File: config.mk
export PLATFORM = sky130hd
export DESIGN_NAME = sc_core
export DESIGN_NICKNAME = d
export VERILOG_FILES = /design/src/design/sc_pkg.sv /design/src/design/sc_base_clk.sv /design/src/design/sc_core.sv /design/src/design/sc_rx_filter.sv
export VERILOG_INCLUDE_DIRS = /design/src /design/src/design
export SDC_FILE = /design/constraint.sdc
export NUM_CORES = 1
export LEC_CHECK = 0
export ABC_CLOCK_PERIOD_IN_PS = 7950
export BUFFER_PORTS_ARGS = -buffer_cell sky130_fd_sc_hd__buf_2
export CAP_MARGIN = 25
export CELL_PAD_IN_SITES_DETAIL_PLACEMENT = 2
export CELL_PAD_IN_SITES_GLOBAL_PLACEMENT = 2
export CORE_UTILIZATION = 41
export CTS_CLUSTER_DIAMETER = 200
export DETAILED_ROUTE_END_ITERATION = 8
export PLACE_DENSITY = 0.81
export RECOVER_POWER = 100
export SLEW_MARGIN = 25
export SYNTH_ARGS = -nofsm -noshare
export SYNTH_HDL_FRONTEND = slang
export SYNTH_SLANG_ARGS = --single-unit
File: constraint.sdc
create_clock -name core_clk -period 7.95 [get_ports core_clk]
set_input_delay 0.795 -clock core_clk [delete_from_list [all_inputs] [get_ports core_clk]]
set_output_delay 0.795 -clock core_clk [all_outputs]
set_load 0.05 [all_outputs]
File: src/design/sc_map.svh
// Constants of the serial channel: field codes, reset values, limits
`ifndef SC_MAP_SVH
`define SC_MAP_SVH
`define SC_PAR_NONE 2'h0
`define SC_PAR_ZERO 2'h1
`define SC_PAR_ODD 2'h2
`define SC_PAR_EVEN 2'h3
`define SC_CKS_EXT 4'hb
`define SC_CKS_MAX 4'ha
`define SC_BAUD_MIN 8'h04
`define SC_RXBUF_RST 8'hff
`define SC_DATA_BITS 4'h8
`define SC_ERR_FE 0
`define SC_ERR_PE 1
`define SC_ERR_OVE 2
`endif

File: src/design/sc_pkg.sv
// Types shared by the serial channel modules
`include "sc_map.svh"
package sc_pkg;
   typedef enum logic [1:0] {
      SC_PAR_NONE = `SC_PAR_NONE,
      SC_PAR_ZERO = `SC_PAR_ZERO,
      SC_PAR_ODD = `SC_PAR_ODD,
      SC_PAR_EVEN = `SC_PAR_EVEN
   } sc_parity_t;
   typedef struct packed {
      logic power_enable_bit;
      logic tx_enable_bit;
      logic rx_enable_bit;
      sc_parity_t parity_select;
      logic [3:0] clock_select_field;
      logic [7:0] baud_divisor_field;
   } sc_cfg_t;
   typedef struct packed {
      logic tx_shift_busy_flag;
      logic overrun_flag;
      logic parity_error_flag;
      logic framing_error_flag;
   } sc_status_t;
endpackage

File: src/design/sc_base_clk.sv
// Base clock tick: main clock divided by 2^m or external clock edges
`timescale 1ns/1ps
`default_nettype none
`include "sc_map.svh"
module sc_base_clk #(
   parameter int PRESCALE_W = 10
) (
   input wire logic core_clk,
   input wire logic resetn,
   input wire logic power_enable_bit,
   input wire logic [3:0] clock_select_field,
   input wire logic ext_clk_pin,
   output logic base_tick
);
   if (PRESCALE_W != 10)
   begin : g_bad
      $error("sc_base_clk: PRESCALE_W must be 10");
   end
   logic [PRESCALE_W-1:0] pre_cnt;
   logic ext_s1;
   logic ext_s2;
   logic ext_s3;
   wire [PRESCALE_W-1:0] sel_mask = PRESCALE_W'((11'h001 << clock_select_field) - 11'h001);
   wire int_tick = (pre_cnt & sel_mask) == sel_mask;
   wire ext_tick = ext_s2 & ~ext_s3;
   wire next_tick = power_enable_bit &&
      ((clock_select_field == `SC_CKS_EXT) ? ext_tick : int_tick);
   always_ff @(posedge core_clk or negedge resetn)
   begin
      if (!resetn)
      begin
         pre_cnt <= '0;
         ext_s1 <= 1'b0;
         ext_s2 <= 1'b0;
         ext_s3 <= 1'b0;
         base_tick <= 1'b0;
      end
      else
      begin
         // Counter only runs while powered
         pre_cnt <= power_enable_bit ? pre_cnt + 1'b1 : '0;
         ext_s1 <= ext_clk_pin;
         ext_s2 <= ext_s1;
         ext_s3 <= ext_s2;
         base_tick <= next_tick;
      end
   end
endmodule
`default_nettype wire

File: src/design/sc_core.sv
// Serial channel: transmitter, receiver, error flags and baud counters
`timescale 1ns/1ps
`default_nettype none
`include "sc_map.svh"
module sc_core #(
   parameter int DATA_BITS = 8,
   parameter int PRESCALE_W = 10
) (
   input wire logic core_clk,
   input wire logic resetn,
   input wire sc_pkg::sc_cfg_t cfg,
   input wire logic ext_clk_pin,
   input wire logic rx_line,
   input wire logic tx_write,
   input wire logic [7:0] tx_wdata,
   input wire logic rx_read,
   input wire logic status_write,
   input wire logic [2:0] status_wdata,
   output logic tx_line,
   output logic tx_enable_irq,
   output logic rx_complete_irq,
   output logic [7:0] rx_buffer,
   output sc_pkg::sc_status_t serial_status_reg
);
   if (DATA_BITS != 8)
   begin : g_bad
      $error("sc_core: DATA_BITS must be 8");
   end

   typedef enum logic [1:0] {
      SC_TX_IDLE = 2'b01,
      SC_TX_SHIFT = 2'b10
   } sc_tx_state_t;
   typedef enum logic [2:0] {
      SC_RX_IDLE = 3'b001,
      SC_RX_START = 3'b010,
      SC_RX_DATA = 3'b100
   } sc_rx_state_t;

   logic base_tick;
   logic rx_filt;
   logic rx_filt_d;
   sc_tx_state_t tx_state;
   sc_rx_state_t rx_state;
   logic [7:0] tx_buffer;
   logic tx_buf_full;
   logic [9:0] tx_sh;
   logic [3:0] tx_left;
   logic [7:0] tx_cnt;
   logic tx_half;
   logic tx_busy;
   logic [8:0] rx_sh;
   logic [3:0] rx_left;
   logic [7:0] rx_cnt;
   logic rx_half;
   logic rx_full;
   logic [2:0] err_flag;

   sc_base_clk #(
      .PRESCALE_W(PRESCALE_W)
   ) u_base (
      .core_clk(core_clk),
      .resetn(resetn),
      .power_enable_bit(cfg.power_enable_bit),
      .clock_select_field(cfg.clock_select_field),
      .ext_clk_pin(ext_clk_pin),
      .base_tick(base_tick)
   );

   sc_rx_filter u_filt (
      .core_clk(core_clk),
      .resetn(resetn),
      .base_tick(base_tick),
      .rx_line(rx_line),
      .rx_filt(rx_filt)
   );

   // Configuration decode
   wire sc_pkg::sc_parity_t pmode = cfg.parity_select;
   wire par_used = pmode != sc_pkg::SC_PAR_NONE;
   wire [7:0] k = cfg.baud_divisor_field;
   wire tx_active = cfg.power_enable_bit && cfg.tx_enable_bit;
   wire rx_active = cfg.power_enable_bit && cfg.rx_enable_bit;

   // Transmit side
   wire tx_wrap = base_tick && (tx_cnt == k - 8'h01);
   wire tx_bit_end = tx_wrap && tx_half;
   wire tx_frame_end = (tx_state == SC_TX_SHIFT) && tx_bit_end && (tx_left == 4'h0);
   wire tx_load = tx_active && tx_buf_full && ((tx_state == SC_TX_IDLE) || tx_frame_end);
   wire tx_par_even = ^tx_buffer;
   wire tx_par = (pmode == sc_pkg::SC_PAR_EVEN) ? tx_par_even
      : (pmode == sc_pkg::SC_PAR_ODD) ? ~tx_par_even : 1'b0;
   wire [9:0] tx_frame = par_used ? {1'b1, tx_par, tx_buffer}
      : {2'b11, tx_buffer};
   // Bit periods including the start bit: data, optional parity, one stop bit
   wire [3:0] tx_len = par_used ? `SC_DATA_BITS + 4'h3 : `SC_DATA_BITS + 4'h2;
   wire next_tx_busy = tx_load || ((tx_state == SC_TX_SHIFT) && !tx_frame_end && tx_active);

   always_ff @(posedge core_clk or negedge resetn)
   begin
      if (!resetn)
      begin
         tx_cnt <= 8'h00;
         tx_half <= 1'b0;
      end
      else if (!tx_active || tx_load)
      begin
         tx_cnt <= 8'h00;
         tx_half <= 1'b0;
      end
      else if (base_tick)
      begin
         tx_cnt <= tx_wrap ? 8'h00 : tx_cnt + 8'h01;
         tx_half <= tx_wrap ? ~tx_half : tx_half;
      end
   end

   always_ff @(posedge core_clk or negedge resetn)
   begin
      if (!resetn)
      begin
         tx_buffer <= 8'h00;
         tx_buf_full <= 1'b0;
      end
      else if (tx_active && tx_write)
      begin
         tx_buffer <= tx_wdata;
         tx_buf_full <= 1'b1;
      end
      else if (tx_load || !tx_active)
      begin
         tx_buf_full <= 1'b0;
      end
   end

   always_ff @(posedge core_clk or negedge resetn)
   begin
      if (!resetn)
      begin
         tx_state <= SC_TX_IDLE;
         tx_line <= 1'b1;
         tx_sh <= 10'h3ff;
         tx_left <= 4'h0;
      end
      else if (tx_load)
      begin
         tx_state <= SC_TX_SHIFT;
         tx_line <= 1'b0;
         tx_sh <= tx_frame;
         tx_left <= tx_len - 4'h1;
      end
      else if (!tx_active || tx_frame_end)
      begin
         tx_state <= SC_TX_IDLE;
         tx_line <= 1'b1;
      end
      else if ((tx_state == SC_TX_SHIFT) && tx_bit_end)
      begin
         tx_line <= tx_sh[0];
         tx_sh <= {1'b1, tx_sh[9:1]};
         tx_left <= tx_left - 4'h1;
      end
   end

   always_ff @(posedge core_clk or negedge resetn)
   begin
      if (!resetn)
      begin
         tx_enable_irq <= 1'b0;
         tx_busy <= 1'b0;
      end
      else
      begin
         tx_enable_irq <= tx_load;
         tx_busy <= next_tx_busy;
      end
   end

   // Receive side
   wire rx_fall = rx_filt_d && !rx_filt;
   wire rx_begin = (rx_state == SC_RX_IDLE) && rx_active && rx_fall;
   wire rx_wrap = base_tick && (rx_cnt == k - 8'h01);
   wire rx_samp = rx_wrap && !rx_half;
   wire rx_done = (rx_state == SC_RX_DATA) && rx_samp && (rx_left == 4'h0);
   wire [7:0] rx_data = par_used ? rx_sh[7:0] : rx_sh[8:1];
   wire rx_ones_odd = ^rx_sh;
   wire rx_pe = ((pmode == sc_pkg::SC_PAR_EVEN) && rx_ones_odd) ||
      ((pmode == sc_pkg::SC_PAR_ODD) && !rx_ones_odd);
   wire rx_fe = !rx_filt;
   wire rx_ove = rx_full;
   wire [2:0] err_set = rx_done ? {rx_ove, rx_pe, rx_fe} : 3'h0;

   always_ff @(posedge core_clk or negedge resetn)
   begin
      if (!resetn)
      begin
         rx_cnt <= 8'h00;
         rx_half <= 1'b0;
      end
      else if (rx_state == SC_RX_IDLE)
      begin
         rx_cnt <= 8'h00;
         rx_half <= 1'b0;
      end
      else if (base_tick)
      begin
         rx_cnt <= rx_wrap ? 8'h00 : rx_cnt + 8'h01;
         rx_half <= rx_wrap ? ~rx_half : rx_half;
      end
   end

   always_ff @(posedge core_clk or negedge resetn)
   begin
      if (!resetn)
      begin
         rx_state <= SC_RX_IDLE;
         rx_filt_d <= 1'b1;
         rx_sh <= 9'h000;
         rx_left <= 4'h0;
      end
      else
      begin
         rx_filt_d <= rx_filt;
         if (!rx_active)
         begin
            rx_state <= SC_RX_IDLE;
         end
         else if (rx_begin)
         begin
            rx_state <= SC_RX_START;
         end
         else if ((rx_state == SC_RX_START) && rx_samp)
         begin
            rx_state <= rx_filt ? SC_RX_IDLE : SC_RX_DATA;
            rx_left <= par_used ? `SC_DATA_BITS + 4'h1 : `SC_DATA_BITS;
         end
         else if (rx_done)
         begin
            rx_state <= SC_RX_IDLE;
         end
         else if ((rx_state == SC_RX_DATA) && rx_samp)
         begin
            rx_sh <= {rx_filt, rx_sh[8:1]};
            rx_left <= rx_left - 4'h1;
         end
      end
   end

   always_ff @(posedge core_clk or negedge resetn)
   begin
      if (!resetn)
      begin
         rx_buffer <= `SC_RXBUF_RST;
         rx_full <= 1'b0;
         rx_complete_irq <= 1'b0;
      end
      else
      begin
         rx_complete_irq <= rx_done;
         if (rx_done && !rx_full)
         begin
            rx_buffer <= rx_data;
         end
         // Completion wins over a read in the same cycle; overrun keeps old byte
         rx_full <= rx_done || (rx_full && !rx_read);
      end
   end

   // Sticky error flags, cleared by writing 0; a new error wins
   for (genvar i = 0; i < 3; i++)
   begin : g_err
      wire clr = status_write && !status_wdata[i];
      always_ff @(posedge core_clk or negedge resetn)
      begin
         if (!resetn)
         begin
            err_flag[i] <= 1'b0;
         end
         else
         begin
            err_flag[i] <= err_set[i] || (err_flag[i] && !clr);
         end
      end
   end

   assign serial_status_reg.tx_shift_busy_flag = tx_busy;
   assign serial_status_reg.overrun_flag = err_flag[`SC_ERR_OVE];
   assign serial_status_reg.parity_error_flag = err_flag[`SC_ERR_PE];
   assign serial_status_reg.framing_error_flag = err_flag[`SC_ERR_FE];
endmodule
`default_nettype wire

File: src/design/sc_rx_filter.sv
// Receive line synchroniser and two-sample noise filter
`timescale 1ns/1ps
`default_nettype none
module sc_rx_filter (
   input wire logic core_clk,
   input wire logic resetn,
   input wire logic base_tick,
   input wire logic rx_line,
   output logic rx_filt
);
   logic rx_s1;
   logic rx_s2;
   logic rx_samp;
   always_ff @(posedge core_clk or negedge resetn)
   begin
      if (!resetn)
      begin
         rx_s1 <= 1'b1;
         rx_s2 <= 1'b1;
         rx_samp <= 1'b1;
         rx_filt <= 1'b1;
      end
      else
      begin
         rx_s1 <= rx_line;
         rx_s2 <= rx_s1;
         if (base_tick)
         begin
            rx_samp <= rx_s2;
            if (rx_samp == rx_s2)
            begin
               rx_filt <= rx_s2;
            end
         end
      end
   end
endmodule
`default_nettype wire

==> impl_metrics.json <==
{
  "h-tree-depth": 3,
  "violations": "max-capacitance violations, max-slew violations",
  "maxCapViolCount": 2,
  "worst_pin_slew_ns": 3.37,
  "clock_skew_ns": 0.00797,
  "cts_buffer_depth": 2,
  "regMostFlops": "u_base.pre_cnt",
  "tns_ns": 0,
  "via_count": 3995,
  "setup_viol": 0,
  "cts_resized": 0,
  "clkLatencyLatePin_ns": 0.35,
  "root_buffer": "clkbuf_16",
  "finish.utilization_pct": 47.8,
  "max_stage_delay_ns": 2.47,
  "hold_violations": 0,
  "fillers": 1287,
  "layout-drive-gt1-share_pct": 21.6,
  "status": "finished, violations left",
  "gp_congestion": 0.811,
  "cp_slowest_cell": "clkbuf_1",
  "start_util_pct": 42.5,
  "hold_path.class": "register to register",
  "grt_util_all_layers_pct": 22.7,
  "rsz0062_at_grt": "no",
  "synth_edf_count": 0,
  "dpl_worst_slack_ns": 3.86,
  "netlist_top_cells_count": "dfrtp_1, nand2_1, o21ai_0",
  "worstPathArrival_ns": 4.60,
  "path_class": "primary input to asynchronous set/reset pin",
  "yosysMostFrequentCell": "dfrtp_1",
  "nets": 592,
  "fin_crit_sh_pct": 61.6,
  "drt_wl_total_um": 13600,
  "syn_nets": 552,
  "synthFlopType": "dfrtp_1",
  "ios": 50,
  "ys_warn_count": 0,
  "cts_tree": "done",
  "drt.antenna.violating_nets": 0,
  "grt_pass1_vias": 4492,
  "clk_pin_slew_ns": 0.07,
  "largest_reg_flops": 10,
  "routed_via_density": 5.53,
  "ir_worst_vdd_uv": 183,
  "slew_viol_final": 96,
  "crit_buf_inv": 2,
  "netlist_instances": 510,
  "multi_input_area_mm2": 0.00263,
  "die_w_um": 114,
  "dr.pass1.iters": 4,
  "crit_required_ns": 7.65,
  "area_delta_synth_final_pct": 12.5,
  "fin_hold_ws_ns": 0.357,
  "p_leak_nw": 2.36,
  "seqCellArea_mm2": 0.00236,
  "hpwlAfterDp_um": 9710,
  "grt_pass1_wl_um": 22900,
  "crit_path_start_kind": "primary input",
  "die_y_um": 114,
  "wl_met3_um": 314,
  "crit_chain": "clkbuf_1 > clkbuf_1",
  "grt-ovfl-total": 0,
  "ctsHoldBuffers": 0,
  "synth.top_cell.area_share_pct": 32.9,
  "cts_setup_buffers": 0,
  "synth.area.top_cells": "dfrtp_1, dfstp_2, mux2_2",
  "cp_top_family": "buffers and inverters",
  "antenna_cells": 0,
  "topRoutingLayerUsed": "met4",
  "crit_path_end_kind": "asynchronous set/reset pin",
  "max_slew_margin_pct": -124,
  "numCtsBuffers": 9,
  "p_per_area_mw_per_mm2": 201,
  "cts.sinks": 93,
  "drt-initial-drc-count": 162,
  "synthesis.area_mm2": 0.00517,
  "dr_wl_met2_um": 6890,
  "core_mm2": 0.0122,
  "ys_seq_area_share_pct": 45.6,
  "die_area_mm2": 0.0131,
  "reg_top3": "u_base.pre_cnt x10, rx_sh x9, tx_sh x9",
  "io_buffers": 49,
  "rows": 40,
  "netlist-cell-type-count": 56,
  "cpMostUsedCell": "clkbuf_1",
  "syn_area_per_cell_um2": 10.1,
  "wl_per_cell_um": 18.8,
  "fmaxAchievable_mhz": 204,
  "ys_ff_latch": 93,
  "synth_top_area_cell": "dfrtp_1",
  "finalCriticalPeriod_ns": 4.90,
  "setup_slack_ns": 3.05,
  "grt_max_degree": 62,
  "wl_met1_um": 6150,
  "async_flop_share_pct": 100,
  "crit_fanout": 61,
  "antenna_found_initial": 0,
  "drc": 0
}
[area by class of cell]
cell class,count,share of cell area (%)
clock buffer,11,4.17
clock inverter,5,1.40
inverter,18,1.16
multi-input combinational,378,45.3
sequential,93,40.5
tap,168,3.61
timing repair buffer,50,3.85
[worst paths after layout]
check | startpoint | endpoint | slack, ns | cells after the start
max in group core_clk | cfg[0] | rx_sh[2] | 3.99 | 10
max | resetn | tx_buffer[0] | 3.05 | 2
max reg2reg | u_base.base_tick | rx_sh[2] | 4.69 | 6
min reg2reg | u_filt.rx_s1 | u_filt.rx_s2 | 0.36 | 0
min | u_filt.rx_s1 | u_filt.rx_s2 | 0.36 | 0
min in group asynchronous | resetn | u_base.ext_s3 | 0.94 | 1
[metal layers]
metal	up-vias	GRT usage (%)
met2	62	38.5
li1	1874	-
met4	0	8.83
met5	-	0
met1	2039	28.9
met3	20	3.76
[per-stage QoR]
stage	total power [mW]	cells	cell area, um2
6_report	1.17	723	5820
5_1_grt	1.22	723	5820
4_1_cts	1.19	723	5860
3_5_place_dp	0.700	707	5530
3_3_place_gp	0.684	707	5530
2_1_floorplan	0.646	510	5170
[power by group]
part	switching [mW]	leakage [nW]	internal, mW	total (mW)
clock	0.194	0.156	0.285	0.479
combinational	0.0739	1.03	0.0761	0.150
sequential	0.0224	1.17	0.517	0.539
[cells by family (layout without fill, tap and decap cells)]
kind of cell / after synthesis / after routing / share of synthesized area [%]
flops: 93 / 93 / 45.6
mux: 49 / 49 / 10.7
xor+xnor: 52 / 52 / 9.63
compound gates: 87 / 87 / 10.3
buf+inv: 39 / 84 / 3.39
simple gates: 183 / 183 / 18.8
fa+ha+maj: 7 / 7 / 1.69
[layout by cell type (no fill, tap or decap), drive strengths merged, types with 19 or more instances in the layout]
cell type / n
buf: 29
clkbuf: 32
dfrtp: 68
dfstp: 25
inv: 19
mux2: 40
nand2: 47
nand3: 23
nor2: 30
o21ai: 39
xnor2: 34
Power figures use the tool's default switching activity.
